### src/rxd_pkg.sv
// shared constants and carriers for the receive descriptor dma
`default_nettype none
package rxd_pkg;
  // descriptor word offsets from the descriptor start, OFS_FLEN from the fragment entry
  localparam logic [31:0] OFS_NEXT     = 32'h0000_0000;
  localparam logic [31:0] OFS_STATUS   = 32'h0000_0004;
  localparam logic [31:0] OFS_FRAG     = 32'h0000_0008;
  localparam logic [31:0] OFS_FLEN     = 32'h0000_0004;
  localparam logic [31:0] FRAG_STRIDE  = 32'h0000_0008;
  localparam logic [31:0] STATUS_RESET = 32'h0000_0000;
  // status word field positions
  localparam int LEN_W        = 13;
  localparam int BIT_ERROR    = 14;
  localparam int BIT_COMPLETE = 15;
  localparam int BIT_OVERRUN  = 16;
  localparam int BIT_SHORT    = 17;
  localparam int BIT_ALIGN    = 18;
  localparam int BIT_CHECKSUM = 19;
  localparam int BIT_OVERSIZE = 20;
  localparam int BIT_TRAIL    = 23;
  localparam int BIT_OVERFLOW = 24;
  localparam int BIT_SINGLE   = 28;
  localparam int BIT_FINAL    = 31;
  // single buffer size and short frame limit, in bytes
  localparam logic [LEN_W-1:0] SINGLE_BUF_LEN = 13'h05F8;
  localparam logic [15:0]      SHORT_LIMIT    = 16'h003C;
  // buffer depth in the data path
  localparam int BUF_DEPTH = 2;

  typedef enum logic [9:0] {
    ST_IDLE  = 10'h001,
    ST_NEXT  = 10'h002,
    ST_STAT  = 10'h004,
    ST_FADDR = 10'h008,
    ST_FLEN  = 10'h010,
    ST_WAIT  = 10'h020,
    ST_XFER  = 10'h040,
    ST_DRAIN = 10'h080,
    ST_WSTAT = 10'h100,
    ST_HALT  = 10'h200
  } rxd_state_t;

  // one memory request of the bus master
  typedef struct packed {
    logic        we;
    logic [3:0]  be;
    logic [31:0] addr;
    logic [31:0] wdata;
  } rxd_mem_cmd_t;

  // one byte of frame data from the receive fifo
  typedef struct packed {
    logic [7:0] data;
    logic       last;
  } rxd_beat_t;

  // per-frame information known before the frame's data moves
  typedef struct packed {
    logic [15:0] len;
    logic        checksum_bad;
    logic        trailing_bits;
    logic        fifo_overrun;
  } rxd_frame_info_t;
endpackage : rxd_pkg
`default_nettype wire

### src/rxd_buf.sv
// two-entry valid/ready buffer for the frame byte stream
`default_nettype none
module rxd_buf #(
  parameter int WIDTH = 9,
  parameter int DEPTH = 2
) (
  input  wire logic             clk_i,
  input  wire logic             resetn_i,
  input  wire logic             in_valid_i,
  input  wire logic [WIDTH-1:0] in_data_i,
  output var  logic             in_ready_o,
  output var  logic             out_valid_o,
  output var  logic [WIDTH-1:0] out_data_o,
  input  wire logic             out_ready_i
);
  localparam int AW = (DEPTH > 1) ? $clog2(DEPTH) : 1;
  localparam int CW = $clog2(DEPTH + 1);

  // refuse depths the pointer logic cannot serve
  if (DEPTH < 2 || WIDTH < 1) begin : g_check
    $error("rxd_buf: DEPTH must be at least 2 and WIDTH at least 1");
  end

  logic [WIDTH-1:0] mem [DEPTH];
  logic [AW-1:0]    wr_ptr;
  logic [AW-1:0]    rd_ptr;
  logic [CW-1:0]    count;
  logic [AW-1:0]    next_wr_ptr;
  logic [AW-1:0]    next_rd_ptr;
  logic [CW-1:0]    next_count;
  logic             next_ready;
  logic             push;
  logic             pop;

  // pointer, count and ready update
  always_comb begin
    push        = in_valid_i && in_ready_o;
    pop         = out_valid_o && out_ready_i;
    next_wr_ptr = wr_ptr;
    next_rd_ptr = rd_ptr;
    next_count  = count;
    if (push) begin
      next_wr_ptr = (wr_ptr == AW'(DEPTH - 1)) ? '0 : wr_ptr + AW'(1);
    end
    if (pop) begin
      next_rd_ptr = (rd_ptr == AW'(DEPTH - 1)) ? '0 : rd_ptr + AW'(1);
    end
    if (push && !pop) begin
      next_count = count + CW'(1);
    end else if (pop && !push) begin
      next_count = count - CW'(1);
    end
    next_ready = next_count < CW'(DEPTH);
  end

  // registers of the buffer
  always_ff @(posedge clk_i) begin
    if (!resetn_i) begin
      wr_ptr     <= '0;
      rd_ptr     <= '0;
      count      <= '0;
      in_ready_o <= 1'b0;
    end else begin
      wr_ptr     <= next_wr_ptr;
      rd_ptr     <= next_rd_ptr;
      count      <= next_count;
      in_ready_o <= next_ready;
    end
  end

  // storage, written only on an accepted push
  always_ff @(posedge clk_i) begin
    if (push) begin
      mem[wr_ptr] <= in_data_i;
    end
  end

  assign out_valid_o = count != '0;
  assign out_data_o  = mem[rd_ptr];
endmodule : rxd_buf
`default_nettype wire

### src/rxd_dma.sv
// receive descriptor chain walker with frame write-back
//
// Behaviour
// - status copied to descriptor offset four
// - length cleared per fetch, grows by one per byte written
// - final length equals frame length unless overflow
// - buffers full: fill, drop rest, flag overflow
// - set complete, then fetch next unless halted
// - error flag when any bit 16-20 set
// - flag fifo overrun, bytes may be missing
// - flag short frames, pass only on early receive
// - alignment error: bad checksum plus trailing bits
// - flag checksum mismatch
// - flag length at or above size limit
// - trailing bits flag is informational only
// - single buffer mode: one 1528-byte buffer
// - sample single mode with complete before transfer
// - fragment address from even words, any alignment
// - fragment length from low 13 bits
// - final fragment flag ends buffer space
// - written status mirrors register except bit 28
`default_nettype none
module rxd_dma (
  input  wire logic                    clk_i,
  input  wire logic                    resetn_i,
  input  wire logic                    start_i,
  input  wire logic [31:0]             list_ptr_i,
  input  wire logic                    halt_i,
  input  wire logic                    early_receive_enable_i,
  input  wire logic [12:0]             early_receive_threshold_i,
  input  wire logic [15:0]             frame_size_limit_i,
  input  wire logic                    frame_avail_i,
  input  wire rxd_pkg::rxd_frame_info_t frame_info_i,
  output var  logic                    frame_take_o,
  input  wire logic                    in_valid_i,
  input  wire rxd_pkg::rxd_beat_t      in_beat_i,
  output var  logic                    in_ready_o,
  output var  logic                    mem_req_o,
  output var  rxd_pkg::rxd_mem_cmd_t   mem_cmd_o,
  input  wire logic                    mem_ack_i,
  input  wire logic [31:0]             mem_rdata_i,
  output var  logic [31:0]             status_o,
  output var  logic [31:0]             current_descriptor_pointer_o,
  output var  logic                    busy_o,
  output var  logic                    frame_done_o
);
  import rxd_pkg::*;

  rxd_state_t        state;
  rxd_state_t        next_state;
  logic [31:0]       next_descriptor_pointer;
  logic [31:0]       next_next_ptr;
  logic [31:0]       next_cur_ptr;
  logic [31:0]       frag_ptr;
  logic [31:0]       next_frag_ptr;
  logic [31:0]       buf_addr;
  logic [31:0]       next_buf_addr;
  logic [LEN_W-1:0]  buf_left;
  logic [LEN_W-1:0]  next_buf_left;
  logic              final_fragment;
  logic              next_final_fragment;
  logic              single_buffer_mode;
  logic              next_single_buffer_mode;
  logic              frame_started;
  logic              next_frame_started;
  logic              drop_frame;
  logic              next_drop_frame;
  logic [31:0]       next_status;
  logic              next_req;
  rxd_mem_cmd_t      next_cmd;
  logic              next_take;
  logic              next_done;
  logic              advance;
  logic              acked;
  logic              buf_valid;
  logic              buf_pop;
  rxd_beat_t         buf_beat;

  // read request for one descriptor word
  function automatic rxd_mem_cmd_t rd_cmd(input logic [31:0] addr);
    rxd_mem_cmd_t c;
    c.we    = 1'b0;
    c.be    = 4'hF;
    c.addr  = addr;
    c.wdata = 32'h0000_0000;
    return c;
  endfunction : rd_cmd

  // write request of a full word at a word address
  function automatic rxd_mem_cmd_t wr_cmd(input logic [31:0] addr, input logic [31:0] data);
    rxd_mem_cmd_t c;
    c.we    = 1'b1;
    c.be    = 4'hF;
    c.addr  = addr;
    c.wdata = data;
    return c;
  endfunction : wr_cmd

  // byte write at any byte address
  function automatic rxd_mem_cmd_t byte_cmd(input logic [31:0] addr, input logic [7:0] data);
    rxd_mem_cmd_t c;
    c.we    = 1'b1;
    c.be    = 4'h1 << addr[1:0];
    c.addr  = {addr[31:2], 2'h0};
    c.wdata = {4{data}};
    return c;
  endfunction : byte_cmd

  // frame data passes the two-entry buffer so a stall loses nothing
  rxd_buf #(
    .WIDTH ($bits(rxd_beat_t)),
    .DEPTH (BUF_DEPTH)
  ) u_buf (
    .clk_i       (clk_i),
    .resetn_i    (resetn_i),
    .in_valid_i  (in_valid_i),
    .in_data_i   (in_beat_i),
    .in_ready_o  (in_ready_o),
    .out_valid_o (buf_valid),
    .out_data_o  (buf_beat),
    .out_ready_i (buf_pop)
  );

  // descriptor walk and transfer sequencing
  always_comb begin
    next_state              = state;
    next_next_ptr           = next_descriptor_pointer;
    next_cur_ptr            = current_descriptor_pointer_o;
    next_frag_ptr           = frag_ptr;
    next_buf_addr           = buf_addr;
    next_buf_left           = buf_left;
    next_final_fragment     = final_fragment;
    next_single_buffer_mode = single_buffer_mode;
    next_frame_started      = frame_started;
    next_drop_frame         = drop_frame;
    next_status             = status_o;
    acked                   = mem_req_o && mem_ack_i;
    next_req                = mem_req_o && !mem_ack_i;
    next_cmd                = mem_cmd_o;
    next_take               = 1'b0;
    next_done               = 1'b0;
    advance                 = 1'b0;
    buf_pop                 = 1'b0;
    case (state)
      ST_IDLE: begin
        if (start_i) begin
          next_cur_ptr = list_ptr_i;
          next_status  = STATUS_RESET;
          next_req     = 1'b1;
          next_cmd     = rd_cmd(list_ptr_i + OFS_NEXT);
          next_state   = ST_NEXT;
        end
      end
      ST_NEXT: begin
        if (acked) begin
          next_next_ptr = mem_rdata_i;
          next_req      = 1'b1;
          next_cmd      = rd_cmd(current_descriptor_pointer_o + OFS_STATUS);
          next_state    = ST_STAT;
        end
      end
      ST_STAT: begin
        if (acked) begin
          next_single_buffer_mode = mem_rdata_i[BIT_SINGLE];
          if (mem_rdata_i[BIT_COMPLETE]) begin
            // descriptor not yet released by the host, look again
            next_req = 1'b1;
            next_cmd = rd_cmd(current_descriptor_pointer_o + OFS_STATUS);
          end else if (mem_rdata_i[BIT_SINGLE]) begin
            next_buf_addr       = current_descriptor_pointer_o + OFS_FRAG;
            next_buf_left       = SINGLE_BUF_LEN;
            next_final_fragment = 1'b1;
            next_state          = ST_WAIT;
          end else begin
            next_frag_ptr = current_descriptor_pointer_o + OFS_FRAG;
            next_req      = 1'b1;
            next_cmd      = rd_cmd(current_descriptor_pointer_o + OFS_FRAG);
            next_state    = ST_FADDR;
          end
        end
      end
      ST_FADDR: begin
        if (acked) begin
          next_buf_addr = mem_rdata_i;
          next_req      = 1'b1;
          next_cmd      = rd_cmd(frag_ptr + OFS_FLEN);
          next_state    = ST_FLEN;
        end
      end
      ST_FLEN: begin
        if (acked) begin
          next_buf_left       = mem_rdata_i[LEN_W-1:0];
          next_final_fragment = mem_rdata_i[BIT_FINAL];
          next_frag_ptr       = frag_ptr + FRAG_STRIDE;
          next_state          = frame_started ? ST_XFER : ST_WAIT;
        end
      end
      ST_WAIT: begin
        if (frame_avail_i) begin
          next_take = 1'b1;
          next_status[BIT_OVERRUN]  = frame_info_i.fifo_overrun;
          next_status[BIT_SHORT]    = frame_info_i.len < SHORT_LIMIT;
          next_status[BIT_ALIGN]    = frame_info_i.checksum_bad
                                      && frame_info_i.trailing_bits;
          next_status[BIT_CHECKSUM] = frame_info_i.checksum_bad;
          next_status[BIT_OVERSIZE] = frame_info_i.len >= frame_size_limit_i;
          next_status[BIT_TRAIL]    = frame_info_i.trailing_bits;
          // short frames move only under early receive below their size
          if (frame_info_i.len < SHORT_LIMIT
              && !(early_receive_enable_i
                   && {3'h0, early_receive_threshold_i} < frame_info_i.len)) begin
            next_drop_frame = 1'b1;
            next_state      = ST_DRAIN;
          end else begin
            next_frame_started = 1'b1;
            next_state         = ST_XFER;
          end
        end
      end
      ST_XFER: begin
        if (!mem_req_o && buf_valid) begin
          if (buf_left != '0) begin
            next_req = 1'b1;
            next_cmd = byte_cmd(buf_addr, buf_beat.data);
          end else if (final_fragment) begin
            next_status[BIT_OVERFLOW] = 1'b1;
            next_state                = ST_DRAIN;
          end else begin
            next_req   = 1'b1;
            next_cmd   = rd_cmd(frag_ptr);
            next_state = ST_FADDR;
          end
        end else if (acked) begin
          buf_pop       = 1'b1;
          next_buf_addr = buf_addr + 32'h0000_0001;
          next_buf_left = buf_left - LEN_W'(1);
          next_status[LEN_W-1:0] = status_o[LEN_W-1:0] + LEN_W'(1);
          if (buf_beat.last) begin
            next_state = ST_WSTAT;
          end
        end
      end
      ST_DRAIN: begin
        buf_pop = buf_valid;
        if (buf_valid && buf_beat.last) begin
          if (drop_frame) begin
            next_drop_frame = 1'b0;
            next_status     = STATUS_RESET;
            next_state      = ST_WAIT;
          end else begin
            next_state = ST_WSTAT;
          end
        end
      end
      ST_WSTAT: begin
        if (acked) begin
          next_done          = 1'b1;
          next_frame_started = 1'b0;
          if (halt_i) begin
            next_state = ST_HALT;
          end else begin
            advance = 1'b1;
          end
        end
      end
      ST_HALT: begin
        advance = !halt_i;
      end
      default: begin
        next_state = ST_IDLE;
      end
    endcase
    // completion and error summary, then the write-back request
    if (next_state == ST_WSTAT && state != ST_WSTAT) begin
      next_status[BIT_COMPLETE] = 1'b1;
      next_status[BIT_ERROR]    = |next_status[BIT_OVERSIZE:BIT_OVERRUN];
      next_req                  = 1'b1;
      next_cmd = wr_cmd(current_descriptor_pointer_o + OFS_STATUS,
                        {next_status[31:BIT_SINGLE+1], single_buffer_mode,
                         next_status[BIT_SINGLE-1:0]});
    end
    // move along the chain or stop at its end
    if (advance) begin
      if (next_descriptor_pointer == 32'h0000_0000) begin
        next_state = ST_IDLE;
      end else begin
        next_cur_ptr = next_descriptor_pointer;
        next_status  = STATUS_RESET;
        next_req     = 1'b1;
        next_cmd     = rd_cmd(next_descriptor_pointer + OFS_NEXT);
        next_state   = ST_NEXT;
      end
    end
  end

  // state registers
  always_ff @(posedge clk_i) begin
    if (!resetn_i) begin
      state                        <= ST_IDLE;
      next_descriptor_pointer      <= 32'h0000_0000;
      current_descriptor_pointer_o <= 32'h0000_0000;
      frag_ptr                     <= 32'h0000_0000;
      buf_addr                     <= 32'h0000_0000;
      buf_left                     <= '0;
      final_fragment               <= 1'b0;
      single_buffer_mode           <= 1'b0;
      frame_started                <= 1'b0;
      drop_frame                   <= 1'b0;
      status_o                     <= STATUS_RESET;
      mem_req_o                    <= 1'b0;
      mem_cmd_o                    <= '0;
      frame_take_o                 <= 1'b0;
      frame_done_o                 <= 1'b0;
      busy_o                       <= 1'b0;
    end else begin
      state                        <= next_state;
      next_descriptor_pointer      <= next_next_ptr;
      current_descriptor_pointer_o <= next_cur_ptr;
      frag_ptr                     <= next_frag_ptr;
      buf_addr                     <= next_buf_addr;
      buf_left                     <= next_buf_left;
      final_fragment               <= next_final_fragment;
      single_buffer_mode           <= next_single_buffer_mode;
      frame_started                <= next_frame_started;
      drop_frame                   <= next_drop_frame;
      status_o                     <= next_status;
      mem_req_o                    <= next_req;
      mem_cmd_o                    <= next_cmd;
      frame_take_o                 <= next_take;
      frame_done_o                 <= next_done;
      busy_o                       <= next_state != ST_IDLE;
    end
  end
endmodule : rxd_dma
`default_nettype wire

### config.mk
export PLATFORM = sky130hd
export DESIGN_NAME = rxd_dma
export DESIGN_NICKNAME = d
export VERILOG_FILES = /design/src/rxd_pkg.sv /design/src/rxd_buf.sv /design/src/rxd_dma.sv
export SDC_FILE = /design/constraint.sdc
export NUM_CORES = 1
export LEC_CHECK = 0
export BUFFER_PORTS_ARGS = -buffer_cell sky130_fd_sc_hd__buf_2
export CORE_ASPECT_RATIO = 1.5
export CORE_MARGIN = 2
export CORE_UTILIZATION = 44
export DETAILED_ROUTE_END_ITERATION = 12
export SLEW_MARGIN = 30
export SYNTH_ARGS = -nofsm -noshare
export SYNTH_HDL_FRONTEND = slang
export SYNTH_SLANG_ARGS = --single-unit
export TNS_END_PERCENT = 50
### constraint.sdc
create_clock -name clk_i -period 5.7 [get_ports clk_i]
set_input_delay 0.285 -clock clk_i [delete_from_list [all_inputs] [get_ports clk_i]]
set_output_delay 0.285 -clock clk_i [all_outputs]
set_load 0.05 [all_outputs]
Yosys cells after proc, flatten, opt, wreduce, memory -nomap -nowiden
Memories as Yosys holds them, arrays and structs flattened. A register that Yosys moved wholly into a read port is not among the register bits.
Cells that the tools add are included.
{"block": "totals", "ff_bits": 265, "latch_bits": 0, "ram_bits": 18, "mem_bits_ro": 0, "inputBits": 129, "out_inout_bits": 138, "word_cells": 222, "n_memories": 1}
{"block": "classes", "n_addsub": 11, "mul": 0, "div": 0, "n_lt_le_gt_ge": 4, "eq_ne": 26, "shifts": 1, "mux": 118, "n_bitwise": 0, "reduce_logical": 38}
{"memory": "u_buf.mem", "words": 2, "width": 9, "rd": 1, "rd_ports_with_merged_regs": 1, "write_ports": 1, "line": "rxd_buf.sv:24", "source": "logic [WIDTH-1:0] mem [DEPTH];"}
{"operator": "69-bit two-way mux", "count": 12}
{"operator": "32-bit two-way mux", "count": 19}
{"operator": "69-bit one-hot mux with 5 select lines", "count": 1}
{"operator": "10-bit two-way mux", "count": 15}
{"operator": "13-bit two-way mux", "count": 8}
{"operator": "10-bit one-hot mux with 10 select lines", "count": 1}
{"operator": "32-bit one-hot mux with 3 select lines", "count": 1}
{"operator": "13-bit one-hot mux with 3 select lines", "count": 2}
{"operator": "32-bit by 3-bit adder with 32-bit output (second input constant)", "count": 2}
{"operator": "32-bit by 4-bit adder with 32-bit output (second input constant)", "count": 2}
{"operator": "32-bit one-hot mux with 2 select lines", "count": 1}
{"operator": "1-bit two-way mux", "count": 36}
{"operator": "32-bit by 1-bit adder with 32-bit output (second input constant)", "count": 1}
{"operator": "32-bit logical NOT", "count": 1}
{"operator": "2-bit != test (second input constant)", "count": 13}
{"operator": "10-bit by 9-bit equality test with 1-bit output (second input constant)", "count": 2}
{"operator": "16-bit >= comparator", "count": 1}
{"operator": "13-bit by 16-bit less-than comparator with 1-bit output", "count": 1}
{"operator": "16-bit by 6-bit less-than comparator with 1-bit output (second input constant)", "count": 1}
{"operator": "8-bit two-way mux", "count": 2}
{"operator": "5-bit one-hot mux with 3 select lines", "count": 1}
{"operator": "7-bit one-hot mux with 2 select lines", "count": 1}
{"operator": "7-bit AND reduction", "count": 2}
{"operator": "13-bit by 1-bit adder with 13-bit output (second input constant)", "count": 1}
{"operator": "other kinds (37)", "count": 71}

Depth between registers and ports, before layout
{"block": "logic_depth", "word_depth": 12, "mapped_depth": 13, "ltp_nobuf": 11}

By module
A second synthesis with hierarchy kept.
{"block": "hier_totals", "cells_unflattened": 2468, "hier_area_um2": 18126.1}
{"mod": "rxd_dma", "instances": 1, "cells_per_inst": 2404, "area_per_inst_um2": 17133.9, "seq_area_each_um2": 5205.0}
{"mod": "rxd_buf", "instances": 1, "cells_per_inst": 64, "area_per_inst_um2": 992.2, "seq_area_each_um2": 660.6}

Worst setup path before layout
OpenSTA, ideal clock, no wires.
{"block": "synth_path", "path_kind": "reg2reg", "startpoint": "register current_descriptor_pointer_o[10]", "endpoint": "register mem_cmd_o[60] in the netlist's numbering", "setup_ns": 0.122, "arrival_time_ns": 3.058, "required_ns": 5.578, "path_slack_ns": 2.520, "path_stages_with_launch": 10, "path_buffers": 1, "period_less_slack_ns": 3.180, "path_cell_list": "dfxtp_1 buf_2 nand4_2 nor4_1 nand2_1 xnor2_1 a221o_1 o31ai_1 a31oi_1 a221o_1"}
{"block": "synth_between", "elab_chain_cells": 8, "word_cells_on_any_way": 10, "cone_classes": "2 x add/sub; 8 x mux"}
{"item": "from (decl)", "line": "rxd_dma.sv:43", "source": "output var logic [31:0] current_descriptor_pointer_o,"}
{"item": "from (signal assigned)", "line": "rxd_dma.sv:318", "source": "current_descriptor_pointer_o <= next_cur_ptr;"}
{"item": "32-bit by 4-bit adder with 32-bit output", "line": "rxd_dma.sv:177", "source": "next_cmd = rd_cmd(current_descriptor_pointer_o + OFS_FRAG);"}
{"item": "69-bit two-way mux", "line": "rxd_dma.sv:169", "source": "end else if (mem_rdata_i[BIT_SINGLE]) begin"}
{"item": "69-bit two-way mux", "line": "rxd_dma.sv:165", "source": "if (mem_rdata_i[BIT_COMPLETE]) begin"}
{"item": "69-bit two-way mux", "line": "rxd_dma.sv:163", "source": "if (acked) begin"}
{"item": "69-bit one-hot mux with 5 select lines", "line": "rxd_dma.sv:144", "source": "case (state)"}
{"item": "69-bit two-way mux *", "line": "rxd_dma.sv:274", "source": "if (next_state == ST_WSTAT && state != ST_WSTAT) begin"}
{"item": "69-bit two-way mux", "line": "rxd_dma.sv:284", "source": "if (next_descriptor_pointer == 32'h0000_0000) begin"}
{"item": "69-bit two-way mux *", "line": "rxd_dma.sv:283", "source": "if (advance) begin"}
{"item": "to (signal assigned)", "line": "rxd_dma.sv:328", "source": "mem_cmd_o <= next_cmd;"}
{"item": "to (decl)", "line": "rxd_dma.sv:39", "source": "output var rxd_pkg::rxd_mem_cmd_t mem_cmd_o,"}
Every way passes the cells marked *; elsewhere a longest branch is shown, timed or not.
A chain may end at the register's enable or synchronous reset.

Worst setup path after layout
{"block": "layout_path", "startpoint": "register state[9]", "endpoint": "register frag_ptr[3]"}
{"block": "layout_between", "elab_chain_cells": 3, "word_cells_on_any_way": 9, "cone_classes": "6 x eq/ne; 1 x mux; 2 x reduce/logical"}
{"item": "from (decl)", "line": "rxd_dma.sv:49", "source": "rxd_state_t state;"}
{"item": "from (signal assigned)", "line": "rxd_dma.sv:316", "source": "state <= next_state;"}
{"item": "10-bit by 3-bit equality test with 1-bit output / 10-bit by 5-bit equality test with 1-bit output (equally long branches)", "line": "rxd_dma.sv:144"}
{"item": "2-bit != test (no line) / 2-bit nonzero test (equally long branches)"}
{"item": "5-bit AND reduction (no line)"}
{"item": "to (signal assigned)", "line": "rxd_dma.sv:319", "source": "frag_ptr <= next_frag_ptr;"}
{"item": "to (decl)", "line": "rxd_dma.sv:54", "source": "logic [31:0] frag_ptr;"}
Several ways; a longest one is shown, not always the timed one.

==> summary.txt <==
CTS
  • Reg clk slew, reported paths: around 0.060 ns
  • Post-CTS sizing: 0
  • Clk Latency, worst-skew pair: between 0.6 and 0.7 ns
  • CTS buffer count: 30
  • CTS tree: yes
  • Root buf cell: clkbuf_16
  • Sink Count: roughly 280
  • CTS H-tree lvls: 1
  • Clock Path Buffers: 3

Yosys
  • Seq/Total Area, Yosys: between 30% and 40%
  • Ys Warns: 0
  • Synth Instances: between 2,000 and 2,500
  • Netlist cell types: between 80 and 90
  • Post-synth ARST share: 0%
  • Synth Area per Inst: roughly 7.3 sq um
  • Post-synthesis register bit count: about 280
  • Main synth FF type: dfxtp_1
  • EDFF count, synth: 18
  • Post-Syn Area: about 18,000 sq um
  • Syn Nets: between 2,000 and 3,000

Global route
  • Initial antenna violation count: 10
  • GRT Overall Usage: roughly 50%
  • Vias in the first global route: approximately 22,000
  • Grt ovf: 0
  • Global-route wire length before repair: roughly 150,000 um
  • Pin count of the biggest net entering global routing: 80

Detailed routing
  • WL/cell: 32.46 um
  • Vias: 22,520
  • # DRC: 0
  • Via density: 6.930
  • Total wire length: around 110,000 um
  • Pre-Repair DR Iteration Count: 6
  • Final ANT Viol Nets: 0
  • First DRT Iteration DRCs: ~3,000

Critical path
  • Cell Chain, Critical Path: nor2_1 > nand4_1 > nor3_2 > o21ai_4 > nor3_1 > a211oi_1 > nor2_1
  • CP Buf/Inv Count: 0
  • Worst-path fanout max: 18
  • Worst EP required: ~6.3 ns
  • Setup Crit Path Kind: flip-flop to flip-flop
  • Critical path startpoint category: flip-flop
  • Crit path DAT: between 5 and 6 ns
  • Cell family with most CP delay: simple AND/OR/NAND/NOR gates
  • Crit path largest cell delay: between 1 and 1.5 ns
  • CP max-delay cell: nor3_2
  • Crit. End Element: flip-flop
  • Most frequent CP cell: nor2_1

Final layout
  • Layout cells sized above 1: 17.53%
  • Synth-to-Final Area Change: 20.41%
  • Final net count: 2,881
  • Fill cells: approximately 4,100
  • Fin util: a little over half
  • Design area: approximately 22,000 sq um

Die
  • I/O Pins: 267
  • Core ar.: a little over 40,000 sq um
  • Die height: 253.0 um
  • Row Count: between 90 and 100
  • Die width: 170.0 um
  • Die footprint: 43,020 sq um
  • Initial Util: roughly 44%

Placement
  • Port bufs: about 270
  • Placer congestion estimate: about 1.1
  • DP Worst Slack: 1.483 ns
  • Placement Cell Area: 20,020 sq um
  • Detailed Place HPWL: 76,330 um

Timing
  • Period minus WS final: 4.665 ns
  • Fmax: 0.2144 GHz
  • Worst rel slew slack: 23.26%
  • WHS: -0.007553 ns
  • RSZ-0062 raised after global routing: false
  • Clock Skew: around 0.047 ns
  • Least-Margin Pin Slew: 1.146 ns
  • Setup TNS: 0 ns
  • Worst setup margin: about 1.0 ns
  • Count of final hold-check violations: 1
  • Post-route clock period utilization: between 80% and 90%
  • Endpoints failing setup: 0
  • Slew Viols, Final: 0

Run status
  • Failing checks: negative hold slack
  • Outcome: finished with violations

Hold path
  • Worst hold path class: input port to flip-flop

Power and ir drop
  • VDD IR-drop max: 272.6 uV
  • LEAKAGE: between 8 and 9 nW
  • Pwr dens: 253.4 nW/um^2

Run
  • Maxcap violations: 0
-- synthesized netlist by cell type, types with 34 or more instances --
cell,count,area [sq um]
nand2_1,348,1306
dfxtp_1,266,5325
nor2_1,264,991.0
a21oi_1,234,1171
o21ai_0,203,1016
clkbuf_1,141,529.3
nand3_1,90,450.4
nor3_1,56,280.3
inv_1,53,198.9
xnor2_1,46,402.9
a31oi_1,44,275.3
ha_1,42,525.5
nand4_1,41,256.5
xor2_1,41,359.1
nor4_1,38,237.7
and3_1,36,225.2
a22oi_1,35,262.8
buf_2,34,170.2
-- cell type report --
| class | count | area [sq um] | share of cell area (%) |
|---|---|---|---|
| sequential | 284 | 5866 | 26.78 |
| timing repair buffer | 391 | 2414 | 11.02 |
| clock inverter | 16 | 361.6 | 1.651 |
| antenna | 7 | 17.52 | 0.07996 |
| inverter | 53 | 201.4 | 0.9196 |
| tap | 511 | 639.4 | 2.919 |
| multi-input combinational | 1950 | 11580 | 52.84 |
| clock buffer | 38 | 830.8 | 3.793 |
-- flip-flops by register name, indices dropped and copies added, names as in the netlist, 2 cells and up, named ones only --
name,cells
u_buf.mem,18
state,10
mem_cmd_o,69
status_o,32
next_descriptor_pointer,32
current_descriptor_pointer_o,32
buf_addr,32
u_buf.count,2
frag_ptr,32
buf_left,13
-- worst paths after layout --
| kind | start | endpoint | slack, ns | cells past startpoint |
|---|---|---|---|---|
| worst min register to register | mem_cmd_o[22]$_SDFF_PN0_ | mem_cmd_o[22]$_SDFF_PN0_ | 0.46 | 2 |
| worst min-delay path | list_ptr_i[18] | current_descriptor_pointer_o[18]$_SDFF_PN0_ | -0.008 | 3 |
| worst max-delay path | state[9]$_SDFF_PN0_ | frag_ptr[3]$_SDFFE_PN0P_ | 1.03 | 7 |
| worst max register to register | state[9]$_SDFF_PN0_ | frag_ptr[3]$_SDFFE_PN0P_ | 1.03 | 7 |
-- repair_timing --
item,CTS,global route
endpoints found under the hold margin,70,0
buffers inserted,0,0
hold buffers,56,0
setup endpoints to repair,0,0
-- where the power goes --
part | internal [mW] | switching [mW]
Combinational | 0.278 | 0.687
Sequential | 2.05 | 0.0999
Clock | 1.48 | 0.951
-- logic make-up after synthesis --
group	Yosys count	synth area share, %
simple gates	992	25.63
compound gates	810	28.59
flops	284	32.24
buf+inv	243	5.378
xor+xnor	87	4.188
fa+ha+maj	42	2.889
mux	19	1.087
-- worst reg2reg max path, stage by stage (launching register included) --
cell and delay (ns):
dfxtp_1 0.40, nor2_1 0.68, nand4_1 0.99, nor3_2 1.05
o21ai_4 0.36, nor3_1 0.89, a211oi_1 0.12, nor2_1 0.12
-- routing by layer --
| metal | up-vias | routed length [um] | GRT usage, % |
|---|---|---|---|
| met5 | - | 81 | 2.468 |
| met2 | 1788 | 45910 | 74.81 |
| met1 | 10520 | 34460 | 51.30 |
| met4 | 6 | 13430 | 49.50 |
| li1 | 9554 | - | - |
| met3 | 654 | 11600 | 16.82 |
-- cell usage in the layout (no fill, tap or decap), types with 16 or more instances in the layout --
| cell type | synthesis | routed |
|---|---|---|
| nand2_1 | 348 | 348 |
| dfxtp_1 | 266 | 266 |
| buf_2 | 34 | 266 |
| nor2_1 | 264 | 258 |
| a21oi_1 | 234 | 232 |
| o21ai_0 | 203 | 203 |
| nand3_1 | 90 | 89 |
| buf_4 | 2 | 68 |
| dlygate4sd3_1 | 0 | 56 |
| nor3_1 | 56 | 53 |
| inv_1 | 53 | 52 |
| a31oi_1 | 44 | 43 |
| ha_1 | 42 | 42 |
| nand4_1 | 41 | 41 |
| xnor2_1 | 46 | 40 |
| xor2_1 | 41 | 37 |
| and3_1 | 36 | 35 |
| a22oi_1 | 35 | 35 |
| nor4_1 | 38 | 33 |
| clkbuf_16 | 0 | 30 |
| a311oi_1 | 28 | 28 |
| a211oi_1 | 27 | 27 |
| a221oi_1 | 27 | 27 |
| o221ai_1 | 24 | 24 |
| and2_1 | 22 | 20 |
| o22ai_1 | 19 | 19 |
| o211ai_1 | 18 | 18 |
| edfxtp_1 | 18 | 18 |
| a2bb2oi_1 | 17 | 17 |
| o31ai_1 | 16 | 16 |
-- metrics by stage --
step / instances / total power, mW
floorplan: 2477 / 2.681
global placement: 3130 / 3.060
detailed placement: 3130 / 3.069
CTS: 3240 / 5.488
global route: 3244 / 5.661
finish: 3250 / 5.551
No activity file was read; power rests on OpenSTA's default activity.
